[src/hw/power_seq_defines.svh]
// Timing counts and serial setting codes for the module power
// and service sequencer. Assumes a 200 MHz system clock.
// Functional notes
// RL1: Main supply high over 2 ms before enable.
// RL2: Enable high over 2 ms before IO rail.
// RL3: Clear-to-send ready between 100 and 500 ms.
// RL4: IO rail high over 2 ms before ready.
// RL5: IO rail high over 2 ms before inputs.
// RL6: Inputs active before clear-to-send ready.
// RL7: Inputs held low 80 ms after disable.
// RL8: Inputs low before IO rail removed.
// RL9: IO rail removed before main supply drops.
// RL10: Receive data and clear-to-send are active low.
// RL11: Transmit data active low, pulled up idle.
// RL12: Ready-to-send active low, pulled up idle.
// RL13: Service low forces 38400 baud, 8N1.
// RL14: Service never touches stored settings or mode.
// RL15: Service high restores configured serial setting.
// RL16: Service low forces configuration commands on.
// RL17: Host resets with enable low, waits ready.
`ifndef POWER_SEQ_DEFINES_SVH
`define POWER_SEQ_DEFINES_SVH
`define CLK_HZ 200000000
`define GAP_MS 3
`define CTS_MIN_MS 100
`define CTS_MAX_MS 500
`define OFF_HOLD_MS 81
`define CYC_PER_MS (`CLK_HZ / 1000)
`define GAP_CYC (`GAP_MS * `CYC_PER_MS)
`define CTS_MIN_CYC (`CTS_MIN_MS * `CYC_PER_MS)
`define CTS_MAX_CYC (`CTS_MAX_MS * `CYC_PER_MS)
`define OFF_HOLD_CYC (`OFF_HOLD_MS * `CYC_PER_MS)
`define READY_CYC (`CTS_MIN_CYC + `CYC_PER_MS)
`define SERVICE_BAUD 38400
`define SERVICE_BITS 8
`define SERVICE_STOP 1
`endif

[src/hw/power_seq_pkg.sv]
// Types shared by both ends of the power and service sequencer.
// Assumes the defines header is compiled alongside.
package power_seq_pkg;
  typedef enum logic [1:0] {par_none, par_even, par_odd} parity_e;
  typedef struct packed {
    logic [17:0] baud;
    logic [3:0] data_bits;
    parity_e parity;
    logic [1:0] stop_bits;
  } serial_cfg_s;
endpackage

[src/hw/power_seq_if.sv]
// Pin bundle between host sequencer and module end. Pull-ups on the
// module inputs are resolved here from the host enables.
`timescale 1ns/1ps
`default_nettype none
interface power_seq_if;
  logic main_supply;
  logic module_enable;
  logic io_supply_rail;
  logic gpio_active;
  logic service_n;
  logic receive_data_out_n;
  logic clear_to_send_out_n;
  logic transmit_data_drv_n;
  logic transmit_data_oe;
  logic ready_to_send_drv_n;
  logic ready_to_send_oe;
  logic transmit_data_in_n;
  logic ready_to_send_in_n;
  // Undriven inputs float high through the module pull-ups.
  assign transmit_data_in_n = transmit_data_oe ? transmit_data_drv_n : 1'b1;
  assign ready_to_send_in_n = ready_to_send_oe ? ready_to_send_drv_n : 1'b1;
  modport host (
    output main_supply, module_enable, io_supply_rail, gpio_active,
    output service_n, transmit_data_drv_n, transmit_data_oe,
    output ready_to_send_drv_n, ready_to_send_oe,
    input receive_data_out_n, clear_to_send_out_n
  );
  modport module_end (
    input main_supply, module_enable, io_supply_rail, gpio_active,
    input service_n, transmit_data_in_n, ready_to_send_in_n,
    output receive_data_out_n, clear_to_send_out_n
  );
endinterface
`default_nettype wire

[src/hw/gap_timer.sv]
// Counter that reports when a level has been high for a set number of
// cycles. Assumes the level is synchronous to clk_sys.
`timescale 1ns/1ps
`default_nettype none
module gap_timer #(
  parameter int unsigned CYCLES = 600000
) (
  input wire logic clk_sys,
  input wire logic srst,
  input wire logic level,
  output logic done
);
  typedef struct packed {
    logic [31:0] count;
    logic done;
  } gap_s;
  gap_s st_r;
  gap_s st_nxt;
  always_comb
  begin
    st_nxt = st_r;
    if (!level)
    begin
      st_nxt.count = 32'h0;
      st_nxt.done = 1'b0;
    end
    else if (st_r.count >= CYCLES - 1)
    begin
      st_nxt.done = 1'b1;
    end
    else
    begin
      st_nxt.count = st_r.count + 32'h1;
    end
  end
  always_ff @(posedge clk_sys)
  begin
    if (srst)
      st_r <= '0;
    else
      st_r <= st_nxt;
  end
  assign done = st_r.done;
endmodule
`default_nettype wire

[src/hw/module_end.sv]
// Module end: clear-to-send timing after enable and the service override of
// the serial setting. Assumes the host keeps its own sequencing order.
`timescale 1ns/1ps
`default_nettype none
`include "power_seq_defines.svh"
module module_end
  import power_seq_pkg::*;
#(
  parameter int unsigned READY_CYC = `READY_CYC,
  parameter int unsigned IO_GAP_CYC = `GAP_CYC
) (
  input wire logic clk_sys,
  input wire logic srst,
  power_seq_if.module_end pins,
  input wire serial_cfg_s configured_cfg,
  input wire logic cfg_cmd_enable,
  input wire logic rx_data,
  output logic [7:0] tx_bits_seen,
  output serial_cfg_s active_cfg,
  output logic cfg_cmd_accept,
  output logic service_active
);
  typedef struct packed {
    logic [31:0] count;
    logic ready;
    logic rd;
    serial_cfg_s cfg;
    logic cmd;
    logic svc;
    logic [7:0] tx;
  } mod_s;
  mod_s st_r;
  mod_s st_nxt;
  logic io_ok;
  gap_timer #(.CYCLES(IO_GAP_CYC)) u_io_gap (
    .clk_sys(clk_sys),
    .srst(srst),
    .level(pins.io_supply_rail),
    .done(io_ok)
  );
  always_comb
  begin
    st_nxt = st_r;
    if (!pins.module_enable)
    begin
      st_nxt.count = 32'h0;
      st_nxt.ready = 1'b0;
    end
    else if (st_r.count < READY_CYC)
    begin
      st_nxt.count = st_r.count + 32'h1;
    end
    else if (io_ok)
    begin
      st_nxt.ready = 1'b1; // [RL3] [RL4]
    end
    st_nxt.svc = !pins.service_n;
    if (!pins.service_n)
    begin
      st_nxt.cfg.baud = 18'(`SERVICE_BAUD); // [RL13]
      st_nxt.cfg.data_bits = 4'(`SERVICE_BITS);
      st_nxt.cfg.parity = par_none;
      st_nxt.cfg.stop_bits = 2'(`SERVICE_STOP);
      st_nxt.cmd = 1'b1; // [RL16]
    end
    else
    begin
      st_nxt.cfg = configured_cfg; // [RL14] [RL15]
      st_nxt.cmd = cfg_cmd_enable;
    end
    // Receive data idles while the host withholds ready-to-send.
    st_nxt.rd = 1'b0;
    if (st_r.ready && !pins.ready_to_send_in_n)
    begin
      st_nxt.rd = rx_data; // [RL12]
    end
    st_nxt.tx = {st_r.tx[6:0], !pins.transmit_data_in_n}; // [RL11]
  end
  always_ff @(posedge clk_sys)
  begin
    if (srst)
      st_r <= '0;
    else
      st_r <= st_nxt;
  end
  assign pins.clear_to_send_out_n = !st_r.ready; // [RL10]
  assign pins.receive_data_out_n = !st_r.rd; // [RL10]
  assign active_cfg = st_r.cfg;
  assign cfg_cmd_accept = st_r.cmd;
  assign service_active = st_r.svc;
  assign tx_bits_seen = st_r.tx;
endmodule
`default_nettype wire

[src/hw/host_seq.sv]
// Host end: orders main supply, enable, IO rail and inputs on power-up;
// drops enable and inputs, then IO rail, then main supply on shutdown.
// Assumes power_up is a level from the user.
`timescale 1ns/1ps
`default_nettype none
`include "power_seq_defines.svh"
module host_seq
  import power_seq_pkg::*;
#(
  parameter int unsigned GAP_CYC = `GAP_CYC,
  parameter int unsigned OFF_HOLD_CYC = `OFF_HOLD_CYC
) (
  input wire logic clk_sys,
  input wire logic srst,
  power_seq_if.host pins,
  input wire logic power_up,
  input wire logic service_req,
  input wire logic tx_valid,
  input wire logic tx_bit,
  output logic tx_ready,
  output logic link_ready,
  output logic powered_off
);
  typedef enum logic [2:0] {
    s_off, s_main, s_ena, s_io, s_run, s_hold, s_io_off, s_main_off
  } host_state_e;
  typedef struct packed {
    host_state_e state;
    logic [31:0] count;
    logic main;
    logic ena;
    logic io;
    logic gpio;
    logic svc_n;
    logic txd_n;
    logic oe;
  } host_s;
  host_s st_r;
  host_s st_nxt;
  logic cts;
  assign cts = !pins.clear_to_send_out_n;
  always_comb
  begin
    st_nxt = st_r;
    st_nxt.count = st_r.count + 32'h1;
    st_nxt.svc_n = !service_req; // [RL15]
    st_nxt.txd_n = 1'b1;
    st_nxt.oe = 1'b0;
    case (st_r.state)
      s_off:
      begin
        st_nxt.count = 32'h0;
        if (power_up)
        begin
          st_nxt.main = 1'b1;
          st_nxt.state = s_main;
        end
      end
      s_main:
        if (st_r.count >= GAP_CYC)
        begin
          st_nxt.ena = 1'b1; // [RL1]
          st_nxt.count = 32'h0;
          st_nxt.state = s_ena;
        end
      s_ena:
        if (st_r.count >= GAP_CYC)
        begin
          st_nxt.io = 1'b1; // [RL2]
          st_nxt.count = 32'h0;
          st_nxt.state = s_io;
        end
      s_io:
        if (st_r.count >= GAP_CYC)
        begin
          st_nxt.gpio = 1'b1; // [RL5] [RL6]
          st_nxt.state = s_run;
        end
      s_run:
      begin
        st_nxt.oe = 1'b1;
        st_nxt.txd_n = !(cts && tx_valid && tx_bit); // [RL11] [RL17]
        if (!power_up)
        begin
          st_nxt.ena = 1'b0;
          st_nxt.gpio = 1'b0; // [RL8]
          st_nxt.oe = 1'b0;
          st_nxt.count = 32'h0;
          st_nxt.state = s_hold;
        end
      end
      s_hold:
      begin
        st_nxt.oe = 1'b1;
        st_nxt.txd_n = 1'b0;
        if (st_r.count >= OFF_HOLD_CYC)
        begin
          st_nxt.oe = 1'b0; // [RL7]
          st_nxt.io = 1'b0;
          st_nxt.state = s_io_off;
        end
      end
      s_io_off:
      begin
        st_nxt.main = 1'b0; // [RL9]
        st_nxt.state = s_main_off;
      end
      s_main_off:
        st_nxt.state = s_off;
      default:
        st_nxt.state = s_off;
    endcase
  end
  always_ff @(posedge clk_sys)
  begin
    if (srst)
    begin
      st_r <= '0; // [RL17]
      st_r.svc_n <= 1'b1;
      st_r.txd_n <= 1'b1;
    end
    else
      st_r <= st_nxt;
  end
  assign pins.main_supply = st_r.main;
  assign pins.module_enable = st_r.ena;
  assign pins.io_supply_rail = st_r.io;
  assign pins.gpio_active = st_r.gpio;
  assign pins.service_n = st_r.svc_n;
  assign pins.transmit_data_drv_n = st_r.txd_n;
  assign pins.transmit_data_oe = st_r.oe;
  // Ready-to-send is driven low through the off hold like the other inputs.
  assign pins.ready_to_send_drv_n = !(st_r.state == s_run ||
    st_r.state == s_hold); // [RL12] [RL7]
  assign pins.ready_to_send_oe = st_r.oe;
  assign tx_ready = cts && st_r.state == s_run; // [RL17]
  assign link_ready = cts;
  assign powered_off = st_r.state == s_off;
endmodule
`default_nettype wire

[src/flat_wrapper.sv]
// flat-port wrapper written by rule: the top's interface ports become plain ports
module host_seq_flat import power_seq_pkg::*;
#(
  parameter int unsigned GAP_CYC = `GAP_CYC,
  parameter int unsigned OFF_HOLD_CYC = `OFF_HOLD_CYC
)
  (clk_sys, srst, power_up, service_req, tx_valid, tx_bit, tx_ready, link_ready, powered_off, pins_main_supply, pins_module_enable, pins_io_supply_rail, pins_gpio_active, pins_service_n, pins_transmit_data_drv_n, pins_transmit_data_oe, pins_ready_to_send_drv_n, pins_ready_to_send_oe, pins_receive_data_out_n, pins_clear_to_send_out_n);
  power_seq_if pins_i ();
  input wire logic clk_sys;
  input wire logic srst;
  input wire logic power_up;
  input wire logic service_req;
  input wire logic tx_valid;
  input wire logic tx_bit;
  output logic tx_ready;
  output logic link_ready;
  output logic powered_off;
  output wire logic [$bits(pins_i.main_supply)-1:0] pins_main_supply;
  output wire logic [$bits(pins_i.module_enable)-1:0] pins_module_enable;
  output wire logic [$bits(pins_i.io_supply_rail)-1:0] pins_io_supply_rail;
  output wire logic [$bits(pins_i.gpio_active)-1:0] pins_gpio_active;
  output wire logic [$bits(pins_i.service_n)-1:0] pins_service_n;
  output wire logic [$bits(pins_i.transmit_data_drv_n)-1:0] pins_transmit_data_drv_n;
  output wire logic [$bits(pins_i.transmit_data_oe)-1:0] pins_transmit_data_oe;
  output wire logic [$bits(pins_i.ready_to_send_drv_n)-1:0] pins_ready_to_send_drv_n;
  output wire logic [$bits(pins_i.ready_to_send_oe)-1:0] pins_ready_to_send_oe;
  input wire logic [$bits(pins_i.receive_data_out_n)-1:0] pins_receive_data_out_n;
  input wire logic [$bits(pins_i.clear_to_send_out_n)-1:0] pins_clear_to_send_out_n;
  assign pins_main_supply = pins_i.main_supply;
  assign pins_module_enable = pins_i.module_enable;
  assign pins_io_supply_rail = pins_i.io_supply_rail;
  assign pins_gpio_active = pins_i.gpio_active;
  assign pins_service_n = pins_i.service_n;
  assign pins_transmit_data_drv_n = pins_i.transmit_data_drv_n;
  assign pins_transmit_data_oe = pins_i.transmit_data_oe;
  assign pins_ready_to_send_drv_n = pins_i.ready_to_send_drv_n;
  assign pins_ready_to_send_oe = pins_i.ready_to_send_oe;
  assign pins_i.receive_data_out_n = pins_receive_data_out_n;
  assign pins_i.clear_to_send_out_n = pins_clear_to_send_out_n;
  host_seq #(.GAP_CYC(GAP_CYC), .OFF_HOLD_CYC(OFF_HOLD_CYC)) u_core (.clk_sys(clk_sys), .srst(srst), .pins(pins_i), .power_up(power_up), .service_req(service_req), .tx_valid(tx_valid), .tx_bit(tx_bit), .tx_ready(tx_ready), .link_ready(link_ready), .powered_off(powered_off));
endmodule
[config.mk]
export PLATFORM = sky130hd
export DESIGN_NAME = host_seq_flat
export DESIGN_NICKNAME = d
export VERILOG_FILES = /design/src/hw/power_seq_pkg.sv /design/src/hw/power_seq_if.sv /design/src/hw/gap_timer.sv /design/src/hw/module_end.sv /design/src/hw/host_seq.sv /design/src/flat_wrapper.sv
export VERILOG_INCLUDE_DIRS = /design/src /design/src/hw
export SDC_FILE = /design/constraint.sdc
export NUM_CORES = 1
export LEC_CHECK = 0
export BUFFER_PORTS_ARGS = -buffer_cell sky130_fd_sc_hd__buf_2
export CAP_MARGIN = 40
export CORE_MARGIN = 2
export CORE_UTILIZATION = 58
export CTS_CLUSTER_DIAMETER = 40
export DETAILED_ROUTE_END_ITERATION = 10
export GPL_ROUTABILITY_DRIVEN = 0
export MAX_ROUTING_LAYER = met4
export PLACE_DENSITY_LB_ADDON = 0.15
export SETUP_SLACK_MARGIN = 0.4
export SLEW_MARGIN = 20
export SYNTH_ARGS = -nofsm -noshare
export SYNTH_HDL_FRONTEND = slang
export SYNTH_HIERARCHICAL = 1
export SYNTH_SLANG_ARGS = --single-unit
export TNS_END_PERCENT = 20
[constraint.sdc]
create_clock -name clk_sys -period 1.9 [get_ports clk_sys]
set_clock_uncertainty 0.2 [all_clocks]
set_input_delay 0.19 -clock clk_sys [delete_from_list [all_inputs] [get_ports clk_sys]]
set_output_delay 0.19 -clock clk_sys [all_outputs]
set_load 0.1 [all_outputs]
==> flow_metrics.py <==
metrics = {
    "timing": {
        "period_share_pct": 106.9,
        "setup_slack_ns": -0.1303,
        "tightest_slew_ns": 0.4828,
        "holdWs_ns": 0.03029,
        "maxSlewHeadroom_pct": 68.03,
        "rsz0062_at_grt": "yes",
        "setup_viol": 40,
        "maxSlewViolCount": 0,
        "fmax_ghz": 0.4925,
        "fin_crit_ns": 2.030,
        "hold_viol": 0,
    },
    "pwr": {
        "power_frac_comb_pct": 13.4,
        "power_density_mw_per_mm2": 516.7,
        "seqPwrFrac_pct": 58.4,
        "ir_drop_v": 0.0004226,
        "internal-power_uw": 1088,
        "sw_frac_of_total_pct": 28.07,
        "switchingPower_uw": 424.6,
        "clkPwrFrac_pct": 28.2,
        "power.leakage_uw": 0.001102,
        "finalPower_uw": 1513,
    },
    "finish": {
        "diodes": 0,
        "area_growth_pct": 41.73,
        "n_fill_cell": 165,
        "multi_input_area_mm2": 0.001334,
        "nets": 316,
        "final_cell_count_no_fill": 352,
        "final-seq-area_um2": 897.1,
        "layout-drive-gt1-share_pct": 43.14,
    },
    "clock_network": {
        "root_buffer": "clkbuf_4",
        "htree_levels": 2,
        "cts.sinks": 42,
        "holdBufCountCts": 5,
        "clk_latency_ns": 0.36,
        "cts_buffer_depth": 2,
        "numCtsBuffers": 5,
        "cts_tree": "yes",
        "clkTransAtPathRegs_ns": 0.11,
    },
    "critical_path": {
        "critPathMaxFanout": 4,
        "cpLargestDelayFamily": "simple AND/OR/NAND/NOR gates",
        "path_cells": "buf_4, nor4_2, nand4_1, a21oi_4, buf_4, mux2i_1, nand2_1",
        "critPathBufInv": 2,
        "startpoint_type": "flop",
        "endpoint_kind": "flop",
        "crit_type": "flop to flop",
        "max_stage_delay_ns": 0.38,
        "crit_slowest_cell": "dfxtp_4",
        "cp.depth": 7,
        "cp.required_ns": 1.96,
        "reg2reg_depth": 7,
        "arrival_ns": 2.09,
        "cpMostUsedCell": "buf_4",
    },
    "synthesis": {
        "async_reset_ff_share_pct": 0,
        "synth_edf_count": 0,
        "netlist_instances": 245,
        "ys.flop_type": "dfxtp_1",
        "synth_top_family_by_area": "simple AND/OR/NAND/NOR gates",
        "ys_seq_area_share_pct": 40.70,
        "yosysWarnings": 6,
        "synth_seq_cells": 42,
        "synth_area_leaders": "dfxtp_1 (41%), xor2_1 (9.8%), nor2_1 (7.6%)",
        "synth_area_per_cell_um2": 8.432,
        "synth-simple-area-share_pct": 29.56,
        "syn_nets": 255,
        "yosysUniqueCellTypes": 39,
        "synth_top_area_share_pct": 40.70,
        "synth_area_mm2": 0.002066,
        "synth_compound_area_share_pct": 10.12,
        "synth-xor-area-share_pct": 12.72,
        "muxShareOfSynthArea_pct": 0.4846,
        "synth_top_area_cell": "dfxtp_1",
        "synth-adder-area-share_pct": 1.211,
        "ys_top_cells_by_count": "dfxtp_1 (42), nor2_1 (42), xor2_1 (23)",
    },
    "floorplan": {
        "start_util_pct": 60.94,
        "ios": 20,
        "die_height_um": 63.68,
        "dieWidth_um": 63.68,
        "die_area_mm2": 0.004055,
        "placement_rows": 21,
        "coreArea_mm2": 0.003390,
    },
    "grt": {
        "grt_max_degree": 13,
        "track_usage_pct": 27.54,
        "grt_pass1_wl_mm": 8.500,
        "antenna_found_initial": 0,
        "grt-ovfl-total": 0,
        "grt_pass1_vias": 1896,
    },
    "flow_run": {
        "drv_cap": 0,
    },
    "detailed_routing": {
        "drtIter0Drc": 237,
        "via_per_inst": 5.889,
        "vias": 2073,
        "firstDrtPassIters": 4,
        "drt.antenna.violating_nets": 0,
        "wl_mm": 6.106,
        "wire_per_inst_um": 17.35,
        "drc_errors": 0,
    },
    "hold_path": {
        "hold_path_depth": 4,
        "hp-class": "input port to flop",
    },
    "placement": {
        "portBuffers": 18,
        "dpl.hpwl_mm": 3.065,
        "place_inst": 324,
    },
    "outcome": {
        "status": "finished, violations left",
        "violations": "setup timing",
    },
}
cell usage in the layout (no fill, tap or decap), types with 3 or more instances in the layout:
master and count:
nand2_1 18, nor2_1 24, buf_2 9, xor2_1 22, nand4_1 10, nor3_1 4
nor2_2 13, inv_1 9, buf_4 33, nor2_4 6, and3_1 4, o21ai_0 5
a21oi_1 8, nor4_1 3, xnor2_1 7, nand3_1 17, dfxtp_2 18, a21o_1 3
buf_6 5, dfxtp_4 9, dfxtp_1 15, clkbuf_4 12, dlygate4sd3_1 5, or3_1 3
buf_12 4, and2_1 3
worst reg2reg max path: cells and delay by family, from the launching register on:
kind,cells,cell delay [ns]
AOI/OAI and AO/OA,1,0.26
buffers and inverters,2,0.30
DFF,1,0.38
muxes,1,0.25
and+or+nand+nor,3,0.54
metrics by stage:
| step | cell area [um^2] | utilization [%] | worst slack [ns] | TNS [ns] |
|---|---|---|---|---|
| after global routing | 2928 | 86.38 | -0.2272 | -6.854 |
| after detailed placement | 2457 | 72.50 | -0.02412 | -0.03163 |
| final | 2928 | 86.38 | -0.1303 | -3.082 |
| after floorplan | 2191 | - | 0.1668 | 0 |
| after global placement | 2457 | 72.50 | 0.02844 | 0 |
| after CTS | 2674 | 78.89 | 0.02215 | 0 |
cell type report:
type / instances / area share, %
multi-input cells: 183 / 45.56
flip-flops and latches: 42 / 30.64
repair buffers: 64 / 19.02
well taps: 46 / 1.966
clock buffers: 7 / 1.538
inverters: 10 / 1.282
power groups by stage:
stage / clock [uW] / combinational, uW / sequential [uW]
4_1_cts: 430 / 171 / 892
3_3_place_gp: 0 / 148 / 915
3_5_place_dp: 0 / 149 / 915
6_report: 426 / 203 / 884
2_1_floorplan: 0 / 99.5 / 938
5_1_grt: 468 / 210 / 885
per-layer routing:
metal / up-vias / global-route usage [%] / routed length [um]
met5: - / - / 0
met4: 0 / 13.04 / 199
met3: 24 / 4.464 / 407
met2: 108 / 44.74 / 3034
li1: 970 / - / -
met1: 971 / 33.37 / 2465
final timing paths:
check / startpoint / to / slack (ns)
min: pins_clear_to_send_out_n / u_core/pins.transmit_data_drv_n$_SDFF_PP1_ / 0.03
min reg2reg: u_core/pins.gpio_active$_SDFFE_PP0P_ / u_core/pins.gpio_active$_SDFFE_PP0P_ / 0.32
max: u_core/st_r[27]$_SDFF_PP0_ / u_core/st_r[40]$_SDFFE_PP0P_ / -0.13
max reg2reg: u_core/st_r[27]$_SDFF_PP0_ / u_core/st_r[40]$_SDFFE_PP0P_ / -0.13
sequential cells by signal, summed over array words and instances (netlist names):
name,count
u_core/pins.gpio_active,1
u_core/pins.module_enable,1
u_core/pins.service_n,1
u_core/pins.main_supply,1
u_core/pins.transmit_data_drv_n,1
u_core/pins.ready_to_send_oe,1
u_core/st_r,35
u_core/pins.io_supply_rail,1
cell families (layout without fill, tap and decap cells):
group                    count (synthesis)  after routing
AO/OA/AOI/OAI                           30             30
flip-flops                              42             42
multiplexers                             1              1
adder cells (fa/ha/maj)                  2              2
buffers and inverters                   20             81
AND/OR/NAND/NOR                        120            120
XOR/XNOR                                30             30
timing repair:
| action | in CTS | in global routing |
|---|---|---|
| setup buffers | 6 | 6 |
| endpoints found under the hold margin | 7 | 1 |
| gates cloned | 1 | 3 |
| setup endpoints to repair | 49 | 50 |
| pin swaps | 7 | 17 |
| resized for setup | 16 | 67 |
No activity file was read; power rests on OpenSTA's default activity.
